--- src/rtl/ssr_pkg.sv ---
// shared constants and types of the status summary and service request block
package ssr_pkg;

   // ------------------------------------------------------------
   // widths
   // ------------------------------------------------------------
   localparam int STB_W = 8;
   localparam int STD_W = 8;
   localparam int DEV_W = 16;
   localparam int DATA_W = 16;

   // ------------------------------------------------------------
   // status byte field positions
   // ------------------------------------------------------------
   localparam int STB_DEV_SUM_BIT = 3;
   localparam int STB_MAV_BIT = 4;
   localparam int STB_STD_SUM_BIT = 5;
   localparam int STB_MSS_BIT = 6;

   // ------------------------------------------------------------
   // implemented event bits, unused bits always read zero
   // ------------------------------------------------------------
   localparam logic [STD_W-1:0] STD_USED = 8'hB9;
   localparam logic [DEV_W-1:0] DEV_USED = 16'hFFF7;

   // ------------------------------------------------------------
   // values after reset
   // ------------------------------------------------------------
   localparam logic [STB_W-1:0] STB_RST = 8'h00;
   localparam logic [STB_W-1:0] SRQ_MASK_RST = 8'h00;
   localparam logic [STD_W-1:0] STD_RST = 8'h00;
   localparam logic [DEV_W-1:0] DEV_RST = 16'h0000;
   localparam logic [DATA_W-1:0] DATA_RST = 16'h0000;

   // ------------------------------------------------------------
   // host commands and queries
   // ------------------------------------------------------------
   typedef enum logic [1:0] {
      SSR_CMD_CLEAR_STATUS,
      SSR_CMD_WRITE_SRQ_MASK,
      SSR_CMD_WRITE_STD_MASK,
      SSR_CMD_WRITE_DEV_MASK
   } ssr_cmd_t;

   typedef enum logic [2:0] {
      SSR_QRY_STATUS_BYTE,
      SSR_QRY_STD_LATCH,
      SSR_QRY_DEV_LATCH,
      SSR_QRY_SRQ_MASK,
      SSR_QRY_STD_MASK,
      SSR_QRY_DEV_MASK
   } ssr_qry_t;

endpackage : ssr_pkg

--- src/rtl/ssr_event_if.sv ---
// carrier between the top and one event register group
`timescale 1ns/1ps
interface ssr_event_if #(parameter int W = 8);
   logic [W-1:0] event_set;
   logic [W-1:0] used_bits;
   logic mask_write;
   logic [W-1:0] mask_data;
   logic read_clear;
   logic clear_status;
   logic [W-1:0] latch;
   logic [W-1:0] mask;
   logic summary;

   modport top (
      output event_set, used_bits, mask_write, mask_data,
      output read_clear, clear_status,
      input latch, mask, summary
   );
   modport grp (
      input event_set, used_bits, mask_write, mask_data,
      input read_clear, clear_status,
      output latch, mask, summary
   );
endinterface : ssr_event_if

--- src/rtl/ssr_event_group.sv ---
// one latched event register with its enable mask and summary
`timescale 1ns/1ps
module ssr_event_group
   import ssr_pkg::*;
#(
   parameter int W = 8
) (
   // clock and reset
   input wire logic mclk,
   input wire logic rst,
   // group carrier
   ssr_event_if.grp eg
);

   typedef struct packed {
      logic [W-1:0] latch;
      logic [W-1:0] mask;
   } ssr_group_state_t;

   ssr_group_state_t st;
   ssr_group_state_t next_st;

   // ------------------------------------------------------------
   // latch, clear and mask update
   // ------------------------------------------------------------
   always_comb begin
      next_st = st;
      if (eg.read_clear || eg.clear_status) begin
         next_st.latch = '0;
      end
      // a new event wins over a clear in the same cycle
      next_st.latch = next_st.latch | (eg.event_set & eg.used_bits);
      if (eg.mask_write) begin
         next_st.mask = eg.mask_data & eg.used_bits;
      end
   end

   always_ff @(posedge mclk) begin
      if (rst) begin
         st <= '0;
      end else begin
         st <= next_st;
      end
   end

   // ------------------------------------------------------------
   // outputs, no host write path reaches the latch
   // ------------------------------------------------------------
   assign eg.latch = st.latch;
   assign eg.mask = st.mask;
   assign eg.summary = |(st.latch & st.mask);

endmodule : ssr_event_group

--- src/rtl/ssr_status_top.sv ---
// status byte, master summary, service request and serial poll answer
`timescale 1ns/1ps
module ssr_status_top
   import ssr_pkg::*;
(
   // clock and reset
   input wire logic mclk,
   input wire logic rst,
   // event sources, one-cycle set pulses
   input wire logic [STD_W-1:0] std_event_set,
   input wire logic [DEV_W-1:0] dev_event_set,
   // output buffer holds response data
   input wire logic out_buf_not_empty,
   // host commands
   input wire logic cmd_valid,
   input wire ssr_cmd_t cmd_sel,
   input wire logic [DATA_W-1:0] cmd_data,
   // host queries
   input wire logic qry_valid,
   input wire ssr_qry_t qry_sel,
   output logic qry_resp_valid,
   output logic [DATA_W-1:0] qry_resp_data,
   // serial poll
   input wire logic poll_req,
   output logic poll_resp_valid,
   output logic [STB_W-1:0] poll_resp_data,
   // service request line and status byte view
   output logic service_request,
   output logic [STB_W-1:0] service_status_byte,
   output logic master_summary
);

   // ------------------------------------------------------------
   // state
   // ------------------------------------------------------------
   typedef struct packed {
      logic rqs;
      logic mss_prev;
      logic [STB_W-1:0] srq_mask;
      logic [STB_W-1:0] stb;
      logic resp_valid;
      logic [DATA_W-1:0] resp_data;
      logic poll_valid;
      logic [STB_W-1:0] poll_data;
   } ssr_state_t;

   ssr_state_t st;
   ssr_state_t next_st;

   ssr_event_if #(.W(STD_W)) std_if ();
   ssr_event_if #(.W(DEV_W)) dev_if ();

   logic clear_status;
   logic [STB_W-1:0] live_stb;
   logic [STB_W-1:0] eff_srq_mask;
   logic mss;

   // ------------------------------------------------------------
   // event groups
   // ------------------------------------------------------------
   assign clear_status = cmd_valid && (cmd_sel == SSR_CMD_CLEAR_STATUS);

   assign std_if.event_set = std_event_set;
   assign std_if.used_bits = STD_USED;
   assign std_if.mask_write = cmd_valid &&
      (cmd_sel == SSR_CMD_WRITE_STD_MASK);
   assign std_if.mask_data = cmd_data[STD_W-1:0];
   assign std_if.read_clear = qry_valid &&
      (qry_sel == SSR_QRY_STD_LATCH);
   assign std_if.clear_status = clear_status;

   assign dev_if.event_set = dev_event_set;
   assign dev_if.used_bits = DEV_USED;
   assign dev_if.mask_write = cmd_valid &&
      (cmd_sel == SSR_CMD_WRITE_DEV_MASK);
   assign dev_if.mask_data = cmd_data[DEV_W-1:0];
   assign dev_if.read_clear = qry_valid &&
      (qry_sel == SSR_QRY_DEV_LATCH);
   assign dev_if.clear_status = clear_status;

   ssr_event_group #(.W(STD_W)) u_std_group (
      .mclk(mclk),
      .rst(rst),
      .eg(std_if.grp)
   );

   ssr_event_group #(.W(DEV_W)) u_dev_group (
      .mclk(mclk),
      .rst(rst),
      .eg(dev_if.grp)
   );

   // ------------------------------------------------------------
   // live status byte and master summary
   // ------------------------------------------------------------
   always_comb begin
      live_stb = '0;
      live_stb[STB_DEV_SUM_BIT] = dev_if.summary;
      live_stb[STB_MAV_BIT] = out_buf_not_empty;
      live_stb[STB_STD_SUM_BIT] = std_if.summary;
      eff_srq_mask = st.srq_mask;
      eff_srq_mask[STB_MSS_BIT] = 1'b1;
      mss = |(live_stb & eff_srq_mask);
      live_stb[STB_MSS_BIT] = mss;
   end

   // ------------------------------------------------------------
   // request flag, mask, query and poll answers
   // ------------------------------------------------------------
   always_comb begin
      next_st = st;
      next_st.resp_valid = 1'b0;
      next_st.poll_valid = 1'b0;
      next_st.mss_prev = mss;
      next_st.stb = live_stb;
      if (cmd_valid && (cmd_sel == SSR_CMD_WRITE_SRQ_MASK)) begin
         next_st.srq_mask = cmd_data[STB_W-1:0];
         next_st.srq_mask[STB_MSS_BIT] = 1'b0;
      end
      if (poll_req) begin
         next_st.poll_valid = 1'b1;
         next_st.poll_data = live_stb;
         next_st.poll_data[STB_MSS_BIT] = st.rqs;
         next_st.rqs = 1'b0;
      end
      if (clear_status) begin
         next_st.rqs = 1'b0;
         next_st.mss_prev = 1'b0;
         next_st.stb = '0;
         next_st.stb[STB_MAV_BIT] = out_buf_not_empty;
      end
      // a fresh master summary edge wins over poll and clear
      if (mss && !st.mss_prev) begin
         next_st.rqs = 1'b1;
      end
      if (qry_valid) begin
         next_st.resp_valid = 1'b1;
         case (qry_sel)
            SSR_QRY_STATUS_BYTE: begin
               next_st.resp_data = {8'h00, live_stb};
            end
            SSR_QRY_STD_LATCH: begin
               next_st.resp_data = {8'h00, std_if.latch};
            end
            SSR_QRY_DEV_LATCH: begin
               next_st.resp_data = dev_if.latch;
            end
            SSR_QRY_SRQ_MASK: begin
               next_st.resp_data = {8'h00, st.srq_mask};
            end
            SSR_QRY_STD_MASK: begin
               next_st.resp_data = {8'h00, std_if.mask};
            end
            SSR_QRY_DEV_MASK: begin
               next_st.resp_data = dev_if.mask;
            end
            default: begin
               next_st.resp_data = DATA_RST;
            end
         endcase
      end
   end

   always_ff @(posedge mclk) begin
      if (rst) begin
         st.rqs <= 1'b0;
         st.mss_prev <= 1'b0;
         st.srq_mask <= SRQ_MASK_RST;
         st.stb <= STB_RST;
         st.resp_valid <= 1'b0;
         st.resp_data <= DATA_RST;
         st.poll_valid <= 1'b0;
         st.poll_data <= STB_RST;
      end else begin
         st <= next_st;
      end
   end

   // ------------------------------------------------------------
   // outputs
   // ------------------------------------------------------------
   assign service_request = st.rqs;
   assign service_status_byte = st.stb;
   assign master_summary = st.stb[STB_MSS_BIT];
   assign qry_resp_valid = st.resp_valid;
   assign qry_resp_data = st.resp_data;
   assign poll_resp_valid = st.poll_valid;
   assign poll_resp_data = st.poll_data;

endmodule : ssr_status_top

--- config.mk ---
export PLATFORM = sky130hd
export DESIGN_NAME = ssr_status_top
export DESIGN_NICKNAME = d
export VERILOG_FILES = /design/src/rtl/ssr_pkg.sv /design/src/rtl/ssr_event_if.sv /design/src/rtl/ssr_event_group.sv /design/src/rtl/ssr_status_top.sv
export SDC_FILE = /design/constraint.sdc
export NUM_CORES = 1
export LEC_CHECK = 0
export ABC_AREA = 1
export BUFFER_PORTS_ARGS = -buffer_cell sky130_fd_sc_hd__buf_4
export CAP_MARGIN = 20
export CORE_MARGIN = 2
export CORE_UTILIZATION = 52
export CTS_CLUSTER_DIAMETER = 60
export DETAILED_ROUTE_END_ITERATION = 6
export PLACE_DENSITY = 0.87
export SLEW_MARGIN = 20
export SYNTH_ARGS = -nofsm -noshare
export SYNTH_HDL_FRONTEND = slang
export SYNTH_SLANG_ARGS = --single-unit
--- constraint.sdc ---
create_clock -name mclk -period 1.25 [get_ports mclk]
set_input_delay 0.0625 -clock mclk [delete_from_list [all_inputs] [get_ports mclk]]
set_output_delay 0.0625 -clock mclk [all_outputs]
set_load 0.05 [all_outputs]
Word level (Yosys, flattened, before mapping)
Index checks and enable logic that the tools add are counted.
{"block": "word_totals", "output_inout_bits": 36, "inputBits": 51, "regBits": 83, "elab_cells": 51}
{"block": "classes", "n_bitwise": 5, "eq_ne": 8, "muxes": 8, "reduce_logical": 17}
{"op": "$pmux 16 s6", "count": 1}
{"op": "$mux 17", "count": 1}
{"op": "$and 16x16->16", "count": 1}
{"op": "$mux 16", "count": 1}
{"op": "$or 16x16->16", "count": 1}
{"op": "$reduce_or 16->1", "count": 1}
{"op": "$reduce_or 8->1", "count": 2}
{"op": "$mux 9", "count": 1}
{"op": "$and 6x8->8", "count": 1}
{"op": "$and 8x8->8", "count": 1}
{"op": "$mux 8", "count": 1}
{"op": "$or 8x8->8", "count": 1}
{"op": "$logic_and 1x1->1", "count": 7}
{"op": "$eq 3x2->1 const B", "count": 2}
{"op": "$eq 3x3->1 const B", "count": 2}
{"op": "$eq 2x2->1 const B", "count": 2}
{"op": "$eq 3x1->1 const B", "count": 1}
{"op": "$logic_not 3->1", "count": 1}
{"op": "$reduce_bool 3->1", "count": 1}
{"op": "$eq 2x1->1 const B", "count": 1}
{"op": "$logic_not 2->1", "count": 1}
{"op": "$logic_or 1x1->1", "count": 2}
{"op": "$mux 1", "count": 2}
{"op": "$mux 2", "count": 1}
{"op": "other kinds (2)", "count": 2}

Logic depth before layout (Yosys ltp)
Gate-level depths: netlist of the first run.
{"block": "logic_depth", "word_depth": 6, "depth_mapped": 10, "ltp_nobuf": 10}

Modules after synthesis
From an unflattened synthesis of the first run, not the netlist that was laid out.
{"block": "unflattened", "cells_unflattened": 508, "hier_area_um2": 3657.3}
{"module": "ssr_status_top", "cells_each": 253, "area_each_um2": 1749.2, "n_inst": 1, "seq_area_each_um2": 680.7}
{"module": "ssr_event_group (u_dev_group)", "cells_each": 172, "area_each_um2": 1267.5, "n_inst": 1, "seq_area_each_um2": 640.6}
{"module": "ssr_event_group (u_std_group)", "cells_each": 83, "area_each_um2": 640.6, "n_inst": 1, "seq_area_each_um2": 320.3}

Least setup slack after synthesis of the first run
OpenSTA, ideal clock, no wires.
{"block": "synth_path", "path_type": "register to register", "startpoint": "register u_std_group.st, in the netlist u_std_group.eg.latch[3]", "endpoint": "register st, in the netlist qry_resp_data[6]", "setup_time_ns": 0.134, "path_stages_with_launch": 11, "t_arrival_ns": 0.999, "path_buffers": 0, "setup_slack_ns": 0.117, "required_time_ns": 1.116, "synth_period_minus_slack_ns": 1.133, "cell_sequence": "dfxtp_1 > nand2_1 > nand3_1 > nor2_2 > nor2_1 > nor2_1 > nand2_1 > nand2_1 > nand2_1 > nand2_1 > a21oi_1"}
{"block": "synth_via", "elab_chain_cells": 5}
{"item": "from (decl)", "line_no": "ssr_event_group.sv:20", "rtl": "ssr_group_state_t st;"}
{"item": "from (signal assigned)", "line_no": "ssr_event_group.sv:42", "rtl": "st <= next_st;"}
{"item": "$and 8x8->8", "line_no": "ssr_event_group.sv:51", "rtl": "assign eg.summary = |(st.latch & st.mask);"}
{"item": "$reduce_or 8->1", "line_no": "ssr_event_group.sv:51"}
{"item": "$and 6x8->8", "line_no": "ssr_status_top.sv:103", "rtl": "mss = |(live_stb & eff_srq_mask);"}
{"item": "$reduce_or 8->1", "line_no": "ssr_status_top.sv:103"}
{"item": "$pmux 16 s6", "line_no": "ssr_status_top.sv:138", "rtl": "case (qry_sel)"}
{"item": "to (signal assigned)", "line_no": "ssr_status_top.sv:175", "rtl": "st <= next_st;"}
{"item": "to (decl)", "line_no": "ssr_status_top.sv:47", "rtl": "ssr_state_t st;"}
No other way between the ends.
A chain may end at the register's enable or synchronous reset.

Worst setup path after layout of the first run
{"block": "layout_path", "startpoint": "register u_dev_group.st, in the netlist u_dev_group.eg.mask[1]", "endpoint": "register st, in the netlist qry_resp_data[6]"}
{"block": "layout_via", "elab_chain_cells": 5}
{"item": "from (decl)", "line_no": "ssr_event_group.sv:20"}
{"item": "from (signal assigned)", "line_no": "ssr_event_group.sv:42"}
{"item": "$and 16x16->16", "line_no": "ssr_event_group.sv:51"}
{"item": "$reduce_or 16->1", "line_no": "ssr_event_group.sv:51"}
{"item": "$and 6x8->8", "line_no": "ssr_status_top.sv:103"}
{"item": "$reduce_or 8->1", "line_no": "ssr_status_top.sv:103"}
{"item": "$pmux 16 s6", "line_no": "ssr_status_top.sv:138"}
No other way between the ends.

==> results of run 1 <==
==> area by class of cell <==
cell class,instances,area [um^2],area share [%]
Sequential cell,74,1500,33.1
Timing Repair Buffer,130,1050,23.2
Multi-Input combinational cell,295,1500,33.1
Tap cell,75,93.8,2.07
Clock buffer,13,169,3.73
Inverter,47,181,4.00
Clock inverter,2,35.0,0.773
==> how the worst max path moves through the flow <==
stage / startpoint / endpoint / slack [ns] / depth (start not counted)
after floorplan: u_std_group.eg.latch[3] / qry_resp_data[6] / 0.12 / 10
after global placement: u_dev_group.eg.mask[0] / qry_resp_data[6] / 0.02 / 10
after detailed placement: u_dev_group.eg.mask[0] / qry_resp_data[6] / 0.004 / 10
after CTS: u_dev_group.eg.latch[9] / qry_resp_data[6] / 0.009 / 10
after global routing: u_dev_group.eg.latch[6] / qry_resp_data[6] / -0.17 / 10
final: u_dev_group.eg.mask[1] / qry_resp_data[6] / -0.03 / 10
==> metal layers <==
| layer | global-route usage (%) | vias to the layer above |
|---|---|---|
| met5 | 0 | - |
| met4 | 12.8 | 0 |
| met3 | 5.17 | 30 |
| met2 | 45.0 | 190 |
| met1 | 33.8 | 1556 |
| li1 | - | 1620 |
==> sequential cells by signal (all words and copies together), names as in the netlist, 3 cells and up <==
name and cells:
eff_srq_mask 7, poll_resp_data 4, qry_resp_data 16, service_status_byte 3, u_dev_group.eg.latch 15, u_dev_group.eg.mask 15, u_std_group.eg.latch 5, u_std_group.eg.mask 5
==> worst max-delay path: cells and delay by family, from the launching register on <==
kind | cells | cell delay, ns
DFF | 1 | 0.32
AOI/OAI and AO/OA | 2 | 0.20
and+or+nand+nor | 8 | 0.63
==> power by group <==
group	internal (W)	switching (W)	leakage, nW
logic	0.000400	0.000574	1.39
registers	0.00248	0.0000821	0.613
clock network	0.00107	0.000830	0.106
total	0.00396	0.00149	2.11
==> layout by cell type, fill, tap and decap left out, drive strengths merged <==
master and n:
or2 1, clkbuf 13, a21oi 50, nand2 124
o211ai 4, nand4 1, o21ai 27, nor3 2
inv 47, a22oi 2, bufinv 1, a41oi 1
buf 99, a31oi 8, nand3 24, dfxtp 74
clkinv 1, conb 8, nor2 43, dlygate4sd3 31
==> timing repair <==
item                       CTS  global route
hold buffers                31             0
gates resized for setup      2            25
hold endpoints to repair    35             0
buffers inserted             0             5
pin swaps                    0            16
setup endpoints to repair    1             4
==> logic make-up after synthesis <==
kind of cell	synth area share (%)
flops	45.2
compound gates	16.7
buf+inv	10.9
simple gates	27.1
other cells	0.114
==> metrics by stage <==
step                cells  setup TNS [ns]
finish                636         -0.0273
global route          636          -0.283
CTS                   632               0
detailed placement    586               0
global placement      586               0
floorplan             442               0
==> qor.txt, run 1 <==
status: finished with violations
failing checks: hold timing, setup timing
CTS Buffer Depth: 2
final hold vios: 2
initial antenna violation count: 0
Port Buffers: 74
Layout Utilization: 75.2%
largest area contributor in the netlist: dfxtp_1
Routed WL per cell: 14.9 um
initial DRC count: 313
final period utilization: 102%
Die Y: 83.4 um
Post-synth EDFFs: 0
CTS H-tree depth: 3
CP Cell Sequence: nand2_1 > nand2_1 > nor2_2 > nand2_2 > o21ai_2 > nand2_1 > nand2_1 > nand2_1 > nand2_1 > a21oi_1
setup ws final: -0.0273 ns
Chip Width: 83.4 um
pwr/cell area: 1200 mW/mm^2
CP most frequent cell: nand2_1
residual DRC count: 0
top-count cell post-synth: nand2_1
CTS Buf Count: 9
Vias: 3396
Synth Register Bits: 74
Reg2Reg Setup Slack: -0.03 ns
Die ar.: 0.00696 mm^2
critical path endpoint category: flip-flop
Final setup violation count: 1
Pleak: 2.11 nW
Post-Syn Instances: 435
Slew Viols, Final: 0
Commonest cells post-synth: 111 x nand2_1, 74 x dfxtp_1, 38 x a21oi_1, 38 x nor2_1, 33 x inv_1
CP max stage delay: 0.32 ns
Synth top area share: 45.2%
met2 wire length: 4690 um
Yosys cell types: 32
average size of a mapped cell: 7.54 um^2
first-pass GRT wire length: 15200 um
Placement Setup Slack: 0.00403 ns
hold depth: 2
largest net degree at the start of global routing: 40
met3 WL: 761 um
worst skew pair latency: 0.35 ns
Hold Crit Class: in2reg
Reg2Reg Depth: 10
Clk pin slew, worst setup/hold paths: 0.08 ns
reg-to-reg startpoint: u_dev_group.eg.mask[1]
fmax: 783 MHz
Mapped Area: 0.00328 mm^2
ranking of synthesized cells by area: dfxtp_1 45%, nand2_1 13%, a21oi_1 5.8%
RSZ-0062 raised after global routing: yes
post-route ant nets: 0
dpl hpwl: 6170 um
Filler Cells Inserted: 447
Top FF cell, synth: dfxtp_1
Via density: 5.34
aggregate routed wire length: 9470 um
Crit Path Category: reg2reg
IO Pins: 87
fin nets: 608
post-synthesis sequential area ratio: 45.2%
asr flop ratio synth: 0%
critical path startpoint category: flip-flop
Crit Path Max Fanout: 2
CP max stage cell: dfxtp_1
Worst Skew: 0.0109 ns
R2R Path End: qry_resp_data[6]
CTS Sinks: 74
VDD IR max: 0.842 mV
Final min period: 1.28 ns
hold path startpoint: rst
Total Power: 0.00544 W
Hold EP: u_std_group.eg.latch[4]
final instance area: 0.00453 mm^2
starting density of the core: 54.4%
hold_ws: -0.00401 ns
Ys Warns: 0
critical path arrival: 1.49 ns
Rows: 28
number of global-route vias before repair: 3232
gpl congestion: 0.958
GRT overflow: 0
TritonRoute pass-1 iters: 5
share of layout cells above drive strength 1: 33.3%
Area Overhead vs Synth: 38.2%
TritonCTS clock tree: built
met1 WL: 3730 um
antenna diode count: 0
Total GRT Usage: 27.1%
highest routed layer: met4
Max Cap Viol: 0
clock root cell: clkbuf_8
Post-DP Area: 0.00394 mm^2
placeable core area: 0.00603 mm^2
Required @ worst endpoint: 1.46 ns
No activity file was read; power rests on OpenSTA's default activity.
==> inputs of run 2 (changes only) <==
--- a/config.mk
+++ b/config.mk
@@ -7,9 +7,11 @@
 export LEC_CHECK = 0
 export ABC_AREA = 1
 export BUFFER_PORTS_ARGS = -buffer_cell sky130_fd_sc_hd__buf_4
-export CAP_MARGIN = 20
+export CAP_MARGIN = 5
+export CELL_PAD_IN_SITES_DETAIL_PLACEMENT = 1
+export CELL_PAD_IN_SITES_GLOBAL_PLACEMENT = 2
 export CORE_MARGIN = 2
-export CORE_UTILIZATION = 52
+export CORE_UTILIZATION = 29
 export CTS_CLUSTER_DIAMETER = 60
 export DETAILED_ROUTE_END_ITERATION = 6
 export PLACE_DENSITY = 0.87
==> constraint.sdc (replaced) <==
create_clock -name mclk -period 1.3 [get_ports mclk]
set_input_delay 0.065 -clock mclk [delete_from_list [all_inputs] [get_ports mclk]]
set_output_delay 0.065 -clock mclk [all_outputs]
set_load 0.05 [all_outputs]
==> run 2 against run 1 <==
Compared with the run above: the flow now finishes without violations; first-iteration DRC count is 57% lower; sequential power is 4% lower; utilization shrank 32 points; critical endpoint unchanged.
==> qor.txt, run 2 (same netlist as run 1, synthesis figures left out) <==
CTS Buffer Depth: 2 (unchanged)
pwr/cell area: 1300 mW/mm^2 (+8.0%)
initial antenna violation count: 0 (unchanged)
TritonRoute pass-1 iters: 4 (-1)
worst skew pair latency: 0.34 ns (about the same)
M3 GR Usage: 3.82% (-1.3 points)
placeable core area: 0.0109 mm^2 (+81%)
dpl hpwl: 7440 um (+21%)
commonest non-fill, non-tap cell in the layout: nand2_1
Die ar.: 0.0122 mm^2 (+75%)
number of global-route vias before repair: 3307 (+2.3%)
Final setup violation count: 0 (-1)
Final min period: 1.27 ns (-0.00334 ns)
critical path startpoint category: flip-flop
Reg2Reg Depth: 10 (unchanged)
fin nets: 601 (-1.2%)
Clk pin slew, worst setup/hold paths: 0.06 ns (-0.02 ns)
most frequent cells in the layout: 102 x nand2_1, 96 x buf_4, 60 x dfxtp_1, 38 x a21oi_1
Rows: 38 (+36%)
initial DRC count: 135 (-57%)
Crit Path Max Fanout: 3 (+1)
final hold vios: 0 (-2)
IO Pins: 87 (unchanged)
CTS Buf Count: 9 (unchanged)
Via density: 4.63 (-13%)
clock root cell: clkbuf_16
Area Overhead vs Synth: 42.8%
CTS H-tree depth: 3 (unchanged)
Total GRT Usage: 18.1% (-9.0 points)
Die Y: 110 um (+32%)
critical path arrival: 1.50 ns (about the same)
Routed WL per cell: 14.9 um (+0.17%)
post-route ant nets: 0 (unchanged)
Largest register FFs: 16 (unchanged)
RSZ-0062 raised after global routing: yes
hold depth: 3 (+1)
Crit Path Category: reg2reg
Total Power: 0.00607 W (+12%)
met2 Usage GRT: 29.9% (-15 points)
GR peak layer: met2
VDD IR max: 0.502 mV (-40%)
share of layout cells above drive strength 1: 34.2% (+0.90 points)
grt met1 use: 22.7% (-11 points)
fmax: 785 MHz (+0.26%)
Vias: 3215 (-5.3%)
Port Buffers: 74 (unchanged)
status: completed
Reg2Reg Setup Slack: 0.03 ns (+0.05 ns)
Least-Margin Pin Slew: 0.548 ns
Layout Utilization: 42.8% (-32 points)
Required @ worst endpoint: 1.53 ns (+0.07 ns)
antenna diode count: 0 (unchanged)
first-pass GRT wire length: 16500 um (+8.0%)
GRT overflow: 0 (unchanged)
largest net degree at the start of global routing: 46 (+15%)
R2R Path End: qry_resp_data[6]
critical path endpoint category: flip-flop
Pleak: 2.13 nW (+1.2%)
aggregate routed wire length: 10400 um (+9.5%)
TritonCTS clock tree: built
gpl congestion: 0.848 (-12%)
starting density of the core: 30.0% (-24 points)
Slew HR: 63.5%
Max Cap Viol: 0 (unchanged)
final period utilization: 98.0% (-4.2 points)
Worst Skew: 0.00806 ns (-0.00288 ns)
CTS Sinks: 74 (unchanged)
residual DRC count: 0 (unchanged)
hold_ws: 0.00247 ns (+0.00648 ns)
Hold EP: u_dev_group.eg.latch[14]
Slew Viols, Final: 0 (unchanged)
hold path startpoint: dev_event_set[14]
Hold Crit Class: in2reg
reg-to-reg startpoint: u_dev_group.eg.latch[10]
Chip Width: 110 um (+32%)
==> run 2: per-stage QoR <==
| step | cells | area [um^2] | setup TNS, ns | setup WS, ns |
|---|---|---|---|---|
| global route | 695 | 4680 | -0.170 | -0.0879 |
| floorplan | 442 | 3310 | 0 | 0.167 |
| CTS | 692 | 4600 | 0 | 0.0140 |
| finish | 695 | 4680 | 0 | 0.0260 |
| global placement | 649 | 4000 | 0 | 0.0665 |
| detailed placement | 649 | 4000 | 0 | 0.00454 |
==> run 2: cell type report <==
cell class                 count  area [um^2]
clock inverter                 6         80.1
inverter                      47          181
sequential                    74         1500
clock buffer                  10          239
fill                        1361         6250
multi-input combinational    295         1520
timing repair buffer         123          991
tap                          140          175
==> run 2: worst max path at each step <==
stage | cells past startpoint | from | end | slack (ns)
floorplan | 10 | u_std_group.eg.latch[3] | qry_resp_data[6] | 0.17
global placement | 10 | u_dev_group.eg.latch[10] | qry_resp_data[6] | 0.07
detailed placement | 10 | u_dev_group.eg.mask[0] | qry_resp_data[6] | 0.005
CTS | 10 | u_dev_group.eg.latch[11] | qry_resp_data[6] | 0.01
global route | 10 | u_dev_group.eg.mask[6] | qry_resp_data[6] | -0.09
finish | 10 | u_dev_group.eg.latch[10] | qry_resp_data[6] | 0.03
==> run 2: worst max-delay path, stage by stage, from the launching register on <==
cell     delay, ns
dfxtp_1       0.33
nand2_1       0.07
nand2_1       0.07
nor2_2        0.14
nand2_2       0.09
o21ai_2       0.17
nand2_2       0.07
nand2_1       0.07
nand2_1       0.05
nand2_1       0.06
a21oi_1       0.05
==> run 2: per-layer routing <==
| layer | vias up | part of all wire (%) |
|---|---|---|
| li1 | 1607 | - |
| met1 | 1519 | 45 |
| met2 | 71 | 47 |
| met3 | 18 | 4.8 |
| met4 | 0 | 2.3 |
| met5 | - | 0 |
==> run 2: power breakdown <==
part	internal [W]	switching [W]	leakage (nW)
combinational	0.000367	0.000552	1.36
sequential	0.00239	0.0000810	0.613
clock	0.00172	0.000965	0.162
total	0.00447	0.00160	2.13
==> run 2: timing repair <==
item / 4_1_cts / 5_1_grt
pin swaps: 0 / 9
hold endpoints to repair: 33 / 0
setup endpoints to repair: 1 / 3
hold buffers: 27 / 0
buffers inserted: 0 / 3
resized for setup: 1 / 31
